<file path="config.mk">
export PLATFORM = sky130hd
export DESIGN_NAME = apc_config_bank
export DESIGN_NICKNAME = d
export VERILOG_FILES = /design/src/hw/apc_reg8.v /design/src/hw/apc_config_bank.v
export VERILOG_INCLUDE_DIRS = /design/src /design/src/hw
export SDC_FILE = /design/constraint.sdc
export NUM_CORES = 1
export LEC_CHECK = 0
export BUFFER_PORTS_ARGS = -buffer_cell sky130_fd_sc_hd__buf_2
export CELL_PAD_IN_SITES_DETAIL_PLACEMENT = 1
export CELL_PAD_IN_SITES_GLOBAL_PLACEMENT = 2
export CORE_MARGIN = 3
export CORE_UTILIZATION = 40
export CTS_CLUSTER_DIAMETER = 120
export DETAILED_ROUTE_END_ITERATION = 10
export GPL_ROUTABILITY_DRIVEN = 1
export HOLD_SLACK_MARGIN = 0.06
export MAX_ROUTING_LAYER = met4
export PLACE_DENSITY_LB_ADDON = 0.1
export SLEW_MARGIN = 25
export SYNTH_ARGS = -nofsm -noshare
export SYNTH_HDL_FRONTEND = slang
export SYNTH_HIERARCHICAL = 1
export SYNTH_SLANG_ARGS = --single-unit
</file>
<file path="constraint.sdc">
create_clock -name sys_clk -period 2.25 [get_ports sys_clk]
set_clock_uncertainty 0.2 [all_clocks]
set_input_delay 0.45 -clock sys_clk [delete_from_list [all_inputs] [get_ports sys_clk]]
set_output_delay 0.45 -clock sys_clk [all_outputs]
set_load 0.01 [all_outputs]
</file>
<file path="src/hw/apc_regs.vh">
// register offsets, field positions and reset values of the power and pll configuration bank
`ifndef APC_REGS_VH
`define APC_REGS_VH
`define APC_ADDR_POWER_MODE 7'h37
`define APC_ADDR_TSTAMP_CTRL 7'h3B
`define APC_ADDR_REFOUT_CTRL 7'h3C
`define APC_ADDR_FBDIV_FS 7'h3D
`define APC_ADDR_FBDIV_THIRD 7'h3E
`define APC_ADDR_OSCILLATOR_BIAS_SETTING 7'h3F
`define APC_RST_POWER_MODE 8'h4B
`define APC_RST_TSTAMP_CTRL 8'h00
`define APC_RST_REFOUT_CTRL 8'h01
`define APC_RST_FBDIV_FS 8'h00
`define APC_RST_FBDIV_THIRD 8'h20
`define APC_RST_OSCILLATOR_BIAS_SETTING 8'h4F
`define APC_CODE_LOW_POWER 8'h46
`define APC_CODE_HIGH_PERF 8'h4B
`define APC_BIT_RECV_EN 0
`define APC_BIT_LEVEL_MODE 1
`define APC_BIT_REFOUT_EN 0
`define APC_FLD_FIRST_HI 1
`define APC_FLD_FIRST_LO 0
`define APC_FLD_SECOND_HI 3
`define APC_FLD_SECOND_LO 2
`define APC_FLD_THIRD_HI 5
`define APC_FLD_THIRD_LO 0
`define APC_FLD_BIAS_HI 6
`define APC_FLD_BIAS_LO 0
`endif

</file>
<file path="src/hw/apc_reg8.v">
// one 8-bit read-write configuration register with reset value
`timescale 1ns/1ps
`default_nettype none
module apc_reg8 #(
    parameter [7:0] RESET_VAL = 8'h00
) (
    input wire sys_clk, // register clock
    input wire rst_b, // async reset, active low
    input wire wr_en, // write strobe for this register
    input wire [7:0] wr_data, // write data
    output reg [7:0] value_q // stored value
);
    always @(posedge sys_clk or negedge rst_b)
    begin
        if (!rst_b)
            value_q <= RESET_VAL;
        else if (wr_en)
            value_q <= wr_data;
    end
endmodule
`default_nettype wire

</file>
<file path="src/hw/apc_config_bank.v">
// configuration bank for power mode, timestamp receiver, reference output and pll dividers
`timescale 1ns/1ps
`default_nettype none
`include "apc_regs.vh"
// Summary of operation
// - the power mode register takes 0x46 for low power and 0x4B for high performance, resetting to 0x4B.
// - the timestamp receiver is enabled only while bit 0 of its control register is set, reset clear.
// - the reference clock output runs while its enable bit (reset 1) and the pll enable are both high.
// - second feedback divider bits 3:2 divide by 1, 2 or 4 for codes 0, 1, 2; code 3 reserved.
// - first feedback divider bits 1:0 divide by 5, 4 or 3 for codes 0, 1, 2; code 3 reserved.
// - third feedback divider bits 5:0 divide by their value 1 to 63, reset 32.
module apc_config_bank (
    input wire sys_clk, // register clock, 125 MHz
    input wire rst_b, // async reset, active low
    input wire wr_en, // host write strobe, one cycle
    input wire rd_en, // host read strobe, one cycle
    input wire [6:0] addr, // register address
    input wire [7:0] wr_data, // host write data
    output reg [7:0] rd_data_q, // read data, valid cycle after rd_en
    output reg rd_valid_q, // pulse with rd_data_q
    input wire pll_enable, // pll enable level
    input wire clock_pll_reset, // pll held in reset, level
    output reg timestamp_receiver_enable_q, // timestamp input receiver enable
    output reg timestamp_input_level_mode_q, // low voltage pecl mode of timestamp pair
    output reg reference_output_enable_q, // reference clock output driver enable
    output reg low_power_mode_q, // low power operating mode selected
    output reg power_code_reserved_q, // power code written is neither valid code
    output reg [2:0] first_div_ratio_q, // first feedback divide ratio
    output reg [2:0] second_div_ratio_q, // second feedback divide ratio
    output reg [5:0] third_div_ratio_q, // third feedback divide ratio
    output reg div_code_reserved_q, // a reserved divider code is programmed
    output reg [6:0] oscillator_bias_setting_q, // oscillator bias value
    output reg div_change_unsafe_q // a divider field changed while pll was not in reset
);
    localparam NREG = 6;

    wire [7:0] reg_val [0:NREG-1];
    wire [6:0] reg_addr [0:NREG-1];

    assign reg_addr[0] = `APC_ADDR_POWER_MODE;
    assign reg_addr[1] = `APC_ADDR_TSTAMP_CTRL;
    assign reg_addr[2] = `APC_ADDR_REFOUT_CTRL;
    assign reg_addr[3] = `APC_ADDR_FBDIV_FS;
    assign reg_addr[4] = `APC_ADDR_FBDIV_THIRD;
    assign reg_addr[5] = `APC_ADDR_OSCILLATOR_BIAS_SETTING;

    // one storage cell per register; the whole byte is kept so reserved bits read back as written
    genvar gi;
    generate
        for (gi = 0; gi < NREG; gi = gi + 1)
        begin : g_reg
            apc_reg8 #(
                .RESET_VAL(gi == 0 ? `APC_RST_POWER_MODE : gi == 1 ? `APC_RST_TSTAMP_CTRL :
                    gi == 2 ? `APC_RST_REFOUT_CTRL : gi == 3 ? `APC_RST_FBDIV_FS :
                    gi == 4 ? `APC_RST_FBDIV_THIRD : `APC_RST_OSCILLATOR_BIAS_SETTING)
            ) u_reg (
                .sys_clk(sys_clk),
                .rst_b(rst_b),
                .wr_en(wr_en && addr == reg_addr[gi]), // full byte stored, reserved bits too
                .wr_data(wr_data),
                .value_q(reg_val[gi])
            );
        end
    endgenerate

    // unmapped reads return zero rather than echoing a neighbour
    reg [7:0] rd_mux;
    always @*
    begin
        if (addr == `APC_ADDR_POWER_MODE)
            rd_mux = reg_val[0];
        else if (addr == `APC_ADDR_TSTAMP_CTRL)
            rd_mux = reg_val[1];
        else if (addr == `APC_ADDR_REFOUT_CTRL)
            rd_mux = reg_val[2];
        else if (addr == `APC_ADDR_FBDIV_FS)
            rd_mux = reg_val[3];
        else if (addr == `APC_ADDR_FBDIV_THIRD)
            rd_mux = reg_val[4];
        else if (addr == `APC_ADDR_OSCILLATOR_BIAS_SETTING)
            rd_mux = reg_val[5];
        else
            rd_mux = 8'h00; // unmapped addresses read zero
    end
    wire [1:0] first_code = reg_val[3][`APC_FLD_FIRST_HI:`APC_FLD_FIRST_LO];
    wire [1:0] second_code = reg_val[3][`APC_FLD_SECOND_HI:`APC_FLD_SECOND_LO];
    wire [5:0] third_code = reg_val[4][`APC_FLD_THIRD_HI:`APC_FLD_THIRD_LO];
    wire power_low_sel = (reg_val[0] == `APC_CODE_LOW_POWER);
    wire power_high_sel = (reg_val[0] == `APC_CODE_HIGH_PERF);
    wire div_reserved = (first_code == 2'h3) || (second_code == 2'h3) || (third_code == 6'h00);
    reg [2:0] first_ratio;
    reg [2:0] second_ratio;

    always @*
    begin
        case (first_code)
            2'h0: first_ratio = 3'h5;
            2'h1: first_ratio = 3'h4;
            2'h2: first_ratio = 3'h3;
            default: first_ratio = 3'h5; // reserved code keeps the default ratio
        endcase
        case (second_code)
            2'h0: second_ratio = 3'h1;
            2'h1: second_ratio = 3'h2;
            2'h2: second_ratio = 3'h4;
            default: second_ratio = 3'h1;
        endcase
    end

    // read data held until the next read so a slow host can fetch it late
    always @(posedge sys_clk or negedge rst_b)
    begin
        if (!rst_b)
        begin
            rd_data_q <= 8'h00;
            rd_valid_q <= 1'b0;
        end
        else
        begin
            rd_valid_q <= rd_en;
            if (rd_en)
                rd_data_q <= rd_mux;
        end
    end

    always @(posedge sys_clk or negedge rst_b)
    begin
        if (!rst_b)
        begin
            timestamp_receiver_enable_q <= 1'b0;
            timestamp_input_level_mode_q <= 1'b0;
        end
        else
        begin
            timestamp_receiver_enable_q <= reg_val[1][`APC_BIT_RECV_EN];
            timestamp_input_level_mode_q <= reg_val[1][`APC_BIT_LEVEL_MODE];
        end
    end

    // reserved power codes are stored and flagged, never coerced to a valid mode
    always @(posedge sys_clk or negedge rst_b)
    begin
        if (!rst_b)
        begin
            low_power_mode_q <= 1'b0;
            power_code_reserved_q <= 1'b0;
        end
        else
        begin
            low_power_mode_q <= power_low_sel;
            power_code_reserved_q <= !power_low_sel && !power_high_sel;
        end
    end

    // follows pll_enable one edge late, like every other derived output
    always @(posedge sys_clk or negedge rst_b)
    begin
        if (!rst_b)
            reference_output_enable_q <= 1'b0;
        else
            reference_output_enable_q <= reg_val[2][`APC_BIT_REFOUT_EN] && pll_enable;
    end

    // reserved first and second codes fall back to the default ratios, a zero third code passes through as 0; all raise the flag
    always @(posedge sys_clk or negedge rst_b)
    begin
        if (!rst_b)
        begin
            first_div_ratio_q <= 3'h5;
            second_div_ratio_q <= 3'h1;
            third_div_ratio_q <= 6'h20;
            div_code_reserved_q <= 1'b0;
        end
        else
        begin
            first_div_ratio_q <= first_ratio;
            second_div_ratio_q <= second_ratio;
            third_div_ratio_q <= third_code;
            div_code_reserved_q <= div_reserved;
        end
    end

    always @(posedge sys_clk or negedge rst_b)
    begin
        if (!rst_b)
            oscillator_bias_setting_q <= 7'h4F;
        else
            oscillator_bias_setting_q <= reg_val[5][`APC_FLD_BIAS_HI:`APC_FLD_BIAS_LO];
    end

    // previous divider fields, used to flag changes made outside pll reset
    reg [7:0] div_prev_q;
    reg [5:0] third_prev_q;
    wire div_changed = (div_prev_q[3:0] != reg_val[3][3:0]) || (third_prev_q != third_code);
    always @(posedge sys_clk or negedge rst_b)
    begin
        if (!rst_b)
        begin
            div_prev_q <= `APC_RST_FBDIV_FS;
            third_prev_q <= 6'h20;
            div_change_unsafe_q <= 1'b0;
        end
        else
        begin
            div_prev_q <= reg_val[3];
            third_prev_q <= third_code;
            // sticky: only reset clears it, so a careless sequence stays visible
            if (div_changed && !clock_pll_reset)
                div_change_unsafe_q <= 1'b1;
        end
    end
endmodule
`default_nettype wire

</file>
==> run_results.csv, run 1 <==
group,metric,value,unit
floorplanning,top_level_ports,56,
worst_hold_path,worstHoldPathType,"in2reg",
setup_path,slowest_stage,"mux2_4",
setup_path,crit_required,2.28,ns
final_layout,final_net_count,359,
final_layout,num-fill-cells,980,
floorplanning,coreArea,0.009415,mm²
global_route,grt_remaining_overflow,0,
floorplanning,fp-row-count,35,
setup_path,crit_buf_inv,2,
floorplanning,start_util,0.4186,
place,io_buffer_count,55,
flow_run,max_cap_viol_count,0,
yosys,ys.warnings.count,6,
sta,report.final.hold_viol_count,0,
global_route,grt_start_max_net_pins,44,
setup_path,crit_path_start_kind,"input port",
routing,drt-vias-per-instance,5.047,
final_layout,finish.cell_count_without_fillers,469,
routing,drt_pre_antenna_iters,4,
yosys,synthesis.area_per_instance,14.99,µm²
sta,finalSetupTns,0,ns
sta,timing.fmax,571.3,MHz
pwr,totalPowerFinal,3.435,mW
place,place_worst_setup_slack,0.1145,ns
sta,setup_violations,0,
sta,setup_repair_after_global_routing_missed_its_margin,"no",
yosys,syn_nets,287,
clock_tree,ctsRootBufferMaster,"clkbuf_8",
outcome,status,"finished clean",
pwr,p_leak,2.171,nW
setup_path,timing.critical_path.arrival,1.78,ns
final_layout,antennaDiodeCount,0,
global_route,first_pass_grt_wire_length,14.90,mm
clock_tree,ctsHtreeMaxLevel,3,
clock_tree,cts_inserted_buffers,9,
floorplanning,design.die.area,0.01108,mm²
routing,finalWirelength,9.092,mm
global_route,number_of_global_route_vias_before_repair,2664,
final_layout,final_core_utilization,0.4933,
yosys,yosysMostFrequentCell,"dfrtp_1",
setup_path,cp_cell_sequence,"buf_2 -> and4b_1 -> nand2_4 -> nor4b_2 -> buf_4 -> mux2_4",
setup_path,path_max_fanout,8,
floorplanning,floorplan.die.height,105.3,µm
yosys,netlist.area_leader.share,0.4254,
routing,post_drt_wl_per_cell,19.39,µm
global_route,grt_antenna_before_repair,0,
yosys,synth.area.top_cells,"dfrtp_1, mux2_4, dfstp_2",
yosys,synthArstFlopShare,1.000,
yosys,seq_area_frac_synth,0.5587,
sta,maxSlewHeadroom,0.6654,
yosys,synth-edff-count,0,
yosys,netlist_instances,263,
routing,postRouteAntennaNets,0,
sta,final_max_slew_viol_count,0,
setup_path,cp_slowest_stage_delay,0.32,ns
sta,postLayoutSetupSlackWorst,0.4996,ns
setup_path,worstSetupPathType,"in2reg",
yosys,yosys.cell_types.count,48,
routing,drcViolationCount,0,
pwr,power-per-cell-area,739.6,mW/mm²
yosys,post_synth_most_frequent_cells,"dfrtp_1, mux2_4, dfstp_2",
clock_tree,clock-sinks,87,
setup_path,reg2reg_slack,0.53,ns
clock_tree,post-cts-setup-buffers,0,
yosys,mappedNetlistArea,0.003941,mm²
yosys,postSynth.topFlopCell,"dfrtp_1",
clock_tree,tritoncts,"done",
final_layout,layout_cells_sized_above_1,0.5029,
setup_path,cp_top_family,"simple AND/OR/NAND/NOR gates",
place,dp_hpwl,6.428,mm
clock_tree,cts.clk_slew.worst_paths,0.08,ns
yosys,post_synthesis_sequential_element_count,87,
routing,detailedRoute.firstIterationViolations,64,
place,total_placed_cells_including_tap_cells,451,
sta,layout_worst_path_cycle_share,0.7779,
final_layout,area_growth_syn_to_layout,17.84,%
pwr,vdd.ir_drop.worst,461.4,µV
sta,min_period,1.750,ns
routing,route.vias.total,2367,
setup_path,endpoint_kind,"register",
floorplanning,die_width,105.3,µm
yosys,netlist.top_cell.by_area,"dfrtp_1",
sta,max_slew.worst_pin.slew,0.5009,ns
global_route,gr_usage_total,0.1803,
clock_tree,ctsLongestPathBuffers,2,
clock_tree,clock_latency,0.35,ns
place,place_congestion,0.7032,
-- final timing paths --
check	start	end	cells after the start
worst max-delay path	addr[6]	g_reg[2].u_reg/value_q[2]	6
worst min register to register	g_reg[5].u_reg/value_q[0]	oscillator_bias_setting_q[0]	0
worst max register to register	g_reg[4].u_reg/value_q[1]	rd_data_q[1]	4
max in group asynchronous	rst_b	g_reg[5].u_reg/value_q[1]	3
worst min-delay path	pll_enable	reference_output_enable_q	2
min in group asynchronous	rst_b	div_change_unsafe_q	2
-- kinds of logic after synthesis --
family | count (synthesis) | share of synthesized area
multiplexers | 58 | 0.2279
flip-flops | 87 | 0.5587
adder cells (fa/ha/maj) | 3 | 0.009525
AND/OR/NAND/NOR | 54 | 0.08191
buffers and inverters | 23 | 0.04857
AO/OA/AOI/OAI | 28 | 0.05111
XOR/XNOR | 10 | 0.02222
-- where the power goes --
| group | internal [mW] | total (mW) | switching, mW | leakage (nW) |
|---|---|---|---|---|
| combinational | 0.230 | 0.427 | 0.197 | 0.961 |
| clock | 0.657 | 1.21 | 0.555 | 0.110 |
| sequential | 1.71 | 1.80 | 0.0877 | 1.10 |
-- cells in the final DEF, fill, tap and decap left out, drive strengths merged, types with 7 or more instances in the layout --
cell and count:
dfrtp 67, nand3 10, dfstp 20, mux2 50
buf 73, nor2 9, inv 9, nand2 7
clkbuf 11, xnor2 10
-- cell type report --
cell class	count	area, µm²	area share
clock buffer	11	141.4	0.03044
clock inverter	5	81.33	0.01751
inverter	9	33.78	0.007274
multi-input combinational	153	1554	0.3346
sequential	87	2202	0.4741
tap	129	161.4	0.03475
timing repair buffer	75	470.5	0.1013
-- per-layer routing --
layer  vias to the layer above  share of wire  GRT usage
met2                        42           0.48     0.2787
met3                         8          0.028    0.02756
li1                       1079              -          -
met1                      1238           0.48     0.2476
met4                         0         0.0069    0.05342
met5                         -              0          -
-- registers in the layout, indices dropped and copies added, names as in the netlist --
signal / flops
low_power_mode_q: 1
second_div_ratio_q: 3
g.u_reg/value_q: 48
rd_data_q: 8
rd_valid_q: 1
reference_output_enable_q: 1
power_code_reserved_q: 1
third_prev_q: 6
timestamp_receiver_enable_q: 1
div_code_reserved_q: 1
first_div_ratio_q: 3
div_prev_q: 4
timestamp_input_level_mode_q: 1
div_change_unsafe_q: 1
oscillator_bias_setting_q: 7
-- through the flow --
| step | hold slack, ns | cell area (µm²) |
|---|---|---|
| after floorplan | -0.04559 | 3941 |
| after global placement | 0.1717 | 4402 |
| after detailed placement | 0.1680 | 4402 |
| after CTS | 0.1018 | 4644 |
| after global routing | 0.1284 | 4644 |
| final | 0.1246 | 4644 |
-- repair_timing --
action | 4_1_cts | 5_1_grt
gates resized for setup | 0 | 0
endpoints found under the hold margin | 23 | 0
hold buffers | 2 | 0
No activity file was read; power rests on OpenSTA's default activity.
==> run 2: changes to the inputs <==
--- a/config.mk
+++ b/config.mk
@@ -10,7 +10,7 @@
 export CELL_PAD_IN_SITES_DETAIL_PLACEMENT = 1
 export CELL_PAD_IN_SITES_GLOBAL_PLACEMENT = 2
 export CORE_MARGIN = 3
-export CORE_UTILIZATION = 40
+export CORE_UTILIZATION = 36
 export CTS_CLUSTER_DIAMETER = 120
 export DETAILED_ROUTE_END_ITERATION = 10
 export GPL_ROUTABILITY_DRIVEN = 1
==> constraint.sdc (replaced) <==
create_clock -name sys_clk -period 1.48 [get_ports sys_clk]
set_clock_uncertainty 0.2 [all_clocks]
set_input_delay 0.296 -clock sys_clk [delete_from_list [all_inputs] [get_ports sys_clk]]
set_output_delay 0.296 -clock sys_clk [all_outputs]
set_load 0.01 [all_outputs]
==> run 2 against run 1 <==
Net effect:
- combinational power up 91%
- global-route usage fell by 1.2 points
- cell count rose by 8.5%
- wire length grew 2.2%
- largest power group unchanged
- sequential share of layout area down 4.1 points
- power grew 53%
- count of clock-buffer cells in the layout shrank 1
- cell area is 9.6% higher
- the run now ends with setup timing left
- critical path type is now reg2reg
==> run_results.csv, run 2 (synthesis gave the netlist of run 1 again) <==
group,metric,value,unit
sta,postLayoutSetupSlackWorst,-0.1017,ns
pwr,power-per-cell-area,1030,mW/mm²
floorplanning,coreArea,0.01046,mm²
place,io_buffer_count,55,
final_layout,final_net_count,392,
routing,post_drt_wl_per_cell,18.26,µm
worst_hold_path,worst_hold_path.num_cells,1,
sta,max_slew.worst_pin.slew,0.4591,ns
pwr,switchingPower,1.349,mW
sta,setup_violations,17,
setup_path,cp_cell_sequence,"mux4_2 -> and3_4 -> a21oi_2 -> o221ai_2",
clock_tree,ctsHtreeMaxLevel,3,
pwr,power.clock.fraction,0.326,
flow_run,max_cap_viol_count,0,
setup_path,critical_path.reg2reg.startpoint,"g_reg[2].u_reg/value_q[4]",
worst_hold_path,hold_path_end,"rd_valid_q",
routing,detailedRoute.firstIterationViolations,68,
final_layout,top_regs,"g.u_reg/value_q: 48 flops, rd_data_q: 8 flops, oscillator_bias_setting_q: 7 flops",
clock_tree,cts.clk_slew.worst_paths,0.09,ns
global_route,grt_start_max_net_pins,88,
sta,layout_worst_path_cycle_share,1.069,
place,place_congestion,0.7457,
global_route,grt_antenna_before_repair,0,
sta,min_period,1.582,ns
sta,maxSlewHeadroom,0.6939,
clock_tree,cts_inserted_buffers,9,
pwr,power.share.combinational,0.155,
pwr,p_leak,2.376,nW
clock_tree,ctsLongestPathBuffers,2,
setup_path,cp_top_family,"multiplexers",
sta,final_max_slew_viol_count,0,
global_route,grt_remaining_overflow,0,
final_layout,antennaDiodeCount,0,
floorplanning,start_util,0.3767,
clock_tree,clock_latency,0.35,ns
clock_tree,clock-sinks,87,
floorplanning,die_width,110.6,µm
setup_path,r2r.worst_path.cells,4,
sta,setup_repair_after_global_routing_missed_its_margin,"yes",
routing,route.vias.total,2487,
routing,postRouteAntennaNets,0,
routing,drt_pre_antenna_iters,4,
final_layout,finish.cell_count_without_fillers,509,
routing,drcViolationCount,0,
final_layout,most-common-layout-cells,"dfrtp_1, mux2_4, buf_4",
worst_hold_path,hold_start,"rd_en",
setup_path,endpoint_kind,"register",
setup_path,timing.critical_path.arrival,1.61,ns
sta,timing.fmax,632.2,MHz
final_layout,largest_reg_flops,48,
worst_hold_path,worstHoldPathType,"in2reg",
clock_tree,ctsRootBufferMaster,"clkbuf_8",
routing,finalWirelength,9.292,mm
pwr,cell_internal_pwr,3.898,mW
final_layout,area_growth_syn_to_layout,29.21,%
setup_path,cp_slowest_stage_delay,0.47,ns
pwr,sw_frac_of_total,0.2571,
final_layout,most_common_cell_after_layout_fill_and_taps_aside,"dfrtp_1",
pwr,seq_power_share,0.519,
place,dp_hpwl,6.621,mm
setup_path,worstSetupPathType,"reg2reg",
global_route,first_pass_grt_wire_length,15.66,mm
final_layout,num-fill-cells,1092,
setup_path,crit_buf_inv,0,
outcome,violations,"setup timing",
floorplanning,floorplan.die.height,110.6,µm
global_route,gr_usage_total,0.1685,
setup_path,crit_required,1.51,ns
sta,finalSetupTns,-0.4948,ns
floorplanning,design.die.area,0.01224,mm²
setup_path,slowest_stage,"mux4_2",
floorplanning,top_level_ports,56,
clock_tree,tritoncts,"done",
final_layout,largest-register,"g.u_reg/value_q",
setup_path,reg2reg_slack,-0.10,ns
place,total_placed_cells_including_tap_cells,485,
floorplanning,fp-row-count,37,
pwr,vdd.ir_drop.worst,492.2,µV
setup_path,rr_endpoint,"rd_data_q[4]",
global_route,number_of_global_route_vias_before_repair,2755,
final_layout,layout_cells_sized_above_1,0.6005,
routing,drt-vias-per-instance,4.886,
sta,report.final.hold_viol_count,0,
setup_path,path_max_fanout,2,
setup_path,crit_path_start_kind,"register",
outcome,status,"finished, violations left",
==> run 2: worst max path at each step <==
stage / startpoint / end / slack, ns / cells after the start
global route: g_reg[4].u_reg/value_q[4] / rd_data_q[4] / -0.15 / 4
detailed placement: addr[6] / g_reg[5].u_reg/value_q[4] / -0.50 / 6
CTS: g_reg[4].u_reg/value_q[4] / rd_data_q[4] / -0.14 / 4
floorplan: addr[6] / g_reg[0].u_reg/value_q[2] / -0.29 / 5
finish: g_reg[2].u_reg/value_q[4] / rd_data_q[4] / -0.10 / 4
global placement: addr[6] / g_reg[5].u_reg/value_q[4] / -0.47 / 6
==> run 2: worst register-to-register path, cell delays in order (launching register included) <==
cell      delay (ns)
dfrtp_1         0.40
mux4_2          0.47
and3_4          0.17
a21oi_2         0.12
o221ai_2        0.10
==> run 2: through the flow <==
step           hold slack, ns  setup slack [ns]  total power, mW  area, µm²    util
2_1_floorplan         -0.1996           -0.2919            3.151       3985       -
3_3_place_gp           0.1691           -0.4682            3.489       4636  0.4431
3_5_place_dp           0.1693           -0.5016            3.505       4636  0.4431
4_1_cts            -0.0003244           -0.1435            5.324       5015  0.4793
5_1_grt               0.01333           -0.1454            5.554       5092  0.4867
6_report              0.03454           -0.1017            5.247       5092  0.4867
==> run 2: what timing repair did <==
| item | CTS | global route |
|---|---|---|
| hold buffers | 3 | 1 |
| buffers inserted | 5 | 1 |
| pin swaps | 2 | 14 |
| setup endpoints to repair | 40 | 39 |
| gates resized for setup | 22 | 16 |
| gates cloned | 0 | 0 |
| endpoints found under the hold margin | 70 | 3 |
==> run 2: cell type report <==
cell class	count	area [µm²]	share of cell area
well taps	136	170.2	0.03342
multi-input cells	153	1675	0.3290
clock inverters	6	66.31	0.01302
inverters	9	33.78	0.006634
flip-flops and latches	87	2203	0.4327
repair buffers	108	805.8	0.1582
clock buffers	10	137.6	0.02703
==> run 2: routing by layer <==
metal,wire (µm),GRT usage
met5,0,-
met4,109,0.04598
met3,292,0.04110
met2,4412,0.2464
met1,4478,0.2351
==> run 2: power groups by stage <==
stage / logic [mW] / clock network (mW) / registers (mW)
floorplan: 0.376 / 0 / 2.78
global placement: 0.738 / 0 / 2.75
detailed placement: 0.748 / 0 / 2.76
CTS: 0.800 / 1.80 / 2.72
global route: 0.891 / 1.91 / 2.75
finish: 0.815 / 1.71 / 2.72
==> run 3: changes to the inputs <==
--- a/config.mk
+++ b/config.mk
@@ -17,6 +17,7 @@
 export HOLD_SLACK_MARGIN = 0.06
 export MAX_ROUTING_LAYER = met4
 export PLACE_DENSITY_LB_ADDON = 0.1
+export RECOVER_POWER = 100
 export SLEW_MARGIN = 25
 export SYNTH_ARGS = -nofsm -noshare
 export SYNTH_HDL_FRONTEND = slang
==> run 3 against run 2 <==
Net effect:
- the run still ends with setup timing left
- global-route usage unchanged
- largest cell class unchanged
- power down 0.29%
- highest routed layer unchanged
- hold slack worse by 0.00083 ns
- die area unchanged
- register-to-register slack about the same
- count of clock-buffer cells in the layout unchanged
- non-clock buffer count unchanged
- via count about the same
- worst setup slack worse by 0.0026 ns
- sequential power about the same
- combinational power down 1%
- critical path depth unchanged
==> run_results.csv, run 3 (synthesis gave the netlist of run 1 again) <==
group,metric,value,unit
setup_path,worst_setup_startpoint,"g_reg[2].u_reg/value_q[4]",
sta,setup_violations,18,
pwr,p_leak,2.362,nW
setup_path,timing.critical_path.arrival,1.62,ns
sta,finalSetupTns,-0.5146,ns
final_layout,most_common_cell_after_layout_fill_and_taps_aside,"dfrtp_1",
global_route,grt_remaining_overflow,0,
outcome,status,"finished, violations left",
place,dp_hpwl,6.621,mm
final_layout,num-fill-cells,1097,
final_layout,multi_input_area,0.001675,mm²
pwr,cell_internal_pwr,3.887,mW
floorplanning,start_util,0.3767,
flow_run,max_cap_viol_count,0,
sta,final_max_slew_viol_count,0,
global_route,first_pass_grt_wire_length,15.66,mm
clock_tree,tritoncts,"done",
final_layout,antennaDiodeCount,0,
pwr,power.share.combinational,0.154,
setup_path,crit_required,1.51,ns
outcome,violations,"setup timing",
setup_path,crit_end,"rd_data_q[4]",
global_route,grt_start_max_net_pins,88,
sta,postLayoutSetupSlackWorst,-0.1043,ns
place,io_buffer_count,55,
sta,min_period,1.584,ns
global_route,grt_antenna_before_repair,0,
final_layout,final_net_count,392,
final_layout,layout.cell_area.non_filler,0.005076,mm²
place,place_worst_setup_slack,-0.5016,ns
final_layout,largest_reg_flops,48,
routing,route.top_layer_used,"met4",
pwr,power-per-cell-area,1031,mW/mm²
setup_path,crit_path_start_kind,"register",
routing,m1WireLength,4.486,mm
setup_path,path_max_fanout,2,
routing,met3_wirelength,280,µm
clock_tree,cts.clk_slew.worst_paths,0.09,ns
routing,drt_pre_antenna_iters,4,
global_route,number_of_global_route_vias_before_repair,2755,
floorplanning,floorplan.die.height,110.6,µm
setup_path,reg2reg_slack,-0.10,ns
final_layout,top_regs,"g.u_reg/value_q: 48 flops, rd_data_q: 8 flops, oscillator_bias_setting_q: 7 flops",
clock_tree,ctsRootBufferMaster,"clkbuf_8",
final_layout,layout_cells_sized_above_1,0.5791,
floorplanning,top_level_ports,56,
final_layout,most-common-layout-cells,"dfrtp_1, mux2_4, buf_2",
routing,postRouteAntennaNets,0,
routing,detailedRoute.firstIterationViolations,68,
setup_path,endpoint_kind,"register",
clock_tree,clock_latency,0.35,ns
worst_hold_path,worstHoldPathType,"in2reg",
sta,report.final.hold_viol_count,0,
sta,max_slew.worst_pin.slew,0.4575,ns
place,place_congestion,0.7457,
final_layout,largest-register,"g.u_reg/value_q",
setup_path,r2r.worst_path.cells,4,
routing,post_drt_wl_per_cell,18.25,µm
setup_path,worstSetupPathType,"reg2reg",
routing,drt-vias-per-instance,4.882,
routing,drcViolationCount,0,
clock_tree,clock-sinks,87,
routing,route.vias.total,2485,
sta,maxSlewHeadroom,0.6950,
routing,finalWirelength,9.289,mm
sta,setup_repair_after_global_routing_missed_its_margin,"yes",
global_route,gr_usage_total,0.1685,
final_layout,area_growth_syn_to_layout,28.79,%
pwr,vdd.ir_drop.worst,492.3,µV
pwr,sw_frac_of_total,0.2570,
floorplanning,fp-row-count,37,
floorplanning,die_width,110.6,µm
place,placement.cell_area,0.004636,mm²
setup_path,rr_endpoint,"rd_data_q[4]",
clock_tree,ctsLongestPathBuffers,2,
sta,timing.fmax,631.2,MHz
setup_path,critical_path.reg2reg.startpoint,"g_reg[2].u_reg/value_q[4]",
floorplanning,coreArea,0.01046,mm²
routing,route.met2.wl,4.413,mm
clock_tree,cts_inserted_buffers,9,
pwr,switchingPower,1.345,mW
sta,layout_worst_path_cycle_share,1.071,
floorplanning,design.die.area,0.01224,mm²
final_layout,regArea,0.002202,mm²
pwr,seq_power_share,0.519,
pwr,power.clock.fraction,0.326,
clock_tree,ctsHtreeMaxLevel,3,
-- run 3: cell count changes in the layout (fill, tap and decap cells not counted) --
cell / before / now
buf_4: 45 / 41
clkbuf_1: 0 / 4
dfstp_1: 0 / 3
dfstp_2: 20 / 17
dfrtp_1: 66 / 67
dfrtp_2: 1 / 0
-- run 3: cell type report --
| class | count | area share |
|---|---|---|
| clock buffers | 10 | 0.02711 |
| inverters | 9 | 0.006655 |
| well taps | 136 | 0.03352 |
| flip-flops and latches | 87 | 0.4338 |
| multi-input cells | 153 | 0.3300 |
| clock inverters | 6 | 0.01306 |
| repair buffers | 108 | 0.1558 |
-- run 3: routing by layer --
metal  track usage  vias to the layer above
met4       0.04598                        0
met2        0.2464                       44
met1        0.2351                     1277
met3       0.04110                        8
li1              -                     1156
met5             -                        -
-- run 3: critical path: stages, from the launching register on --
cell and delay [ns]:
dfrtp_1 0.40, mux4_2 0.47, and3_4 0.17, a21oi_2 0.13
o221ai_2 0.10
-- run 3: timing repair --
action | 4_1_cts | 5_1_grt
hold buffers | 3 | 1
setup endpoints to repair | 40 | 39
cloned | 0 | 0
gates resized for setup | 22 | 16
pin swaps | 2 | 14
buffers inserted | 5 | 1
endpoints found under the hold margin | 70 | 3
-- run 3: power groups by stage --
stage / sequential, mW / combinational, mW / clock [mW]
finish: 2.72 / 0.807 / 1.71
global route: 2.75 / 0.882 / 1.91
CTS: 2.72 / 0.800 / 1.80
detailed placement: 2.76 / 0.748 / 0
global placement: 2.75 / 0.738 / 0
floorplan: 2.78 / 0.376 / 0
-- run 3: how the worst min path moves through the flow --
| stage | from | to | slack, ns | depth (start not counted) |
|---|---|---|---|---|
| 3_3_place_gp | g_reg[5].u_reg/value_q[3] | oscillator_bias_setting_q[3] | 0.17 | 0 |
| 6_report | rd_en | rd_valid_q | 0.03 | 1 |
| 3_5_place_dp | g_reg[5].u_reg/value_q[0] | oscillator_bias_setting_q[0] | 0.17 | 0 |
| 2_1_floorplan | rst_b | div_change_unsafe_q | -0.20 | 0 |
| 4_1_cts | rd_en | rd_valid_q | -0.0003 | 1 |
| 5_1_grt | rd_en | rd_valid_q | 0.01 | 1 |
-- run 3: per-stage QoR --
stage               instances  hold WS (ns)  total power, mW    util
floorplan                 263       -0.1996            3.151       -
global placement          485        0.1691            3.489  0.4431
detailed placement        485        0.1693            3.505  0.4431
CTS                       509    -0.0003244            5.324  0.4793
global route              509       0.01339            5.542  0.4852
finish                    509       0.03370            5.232  0.4852
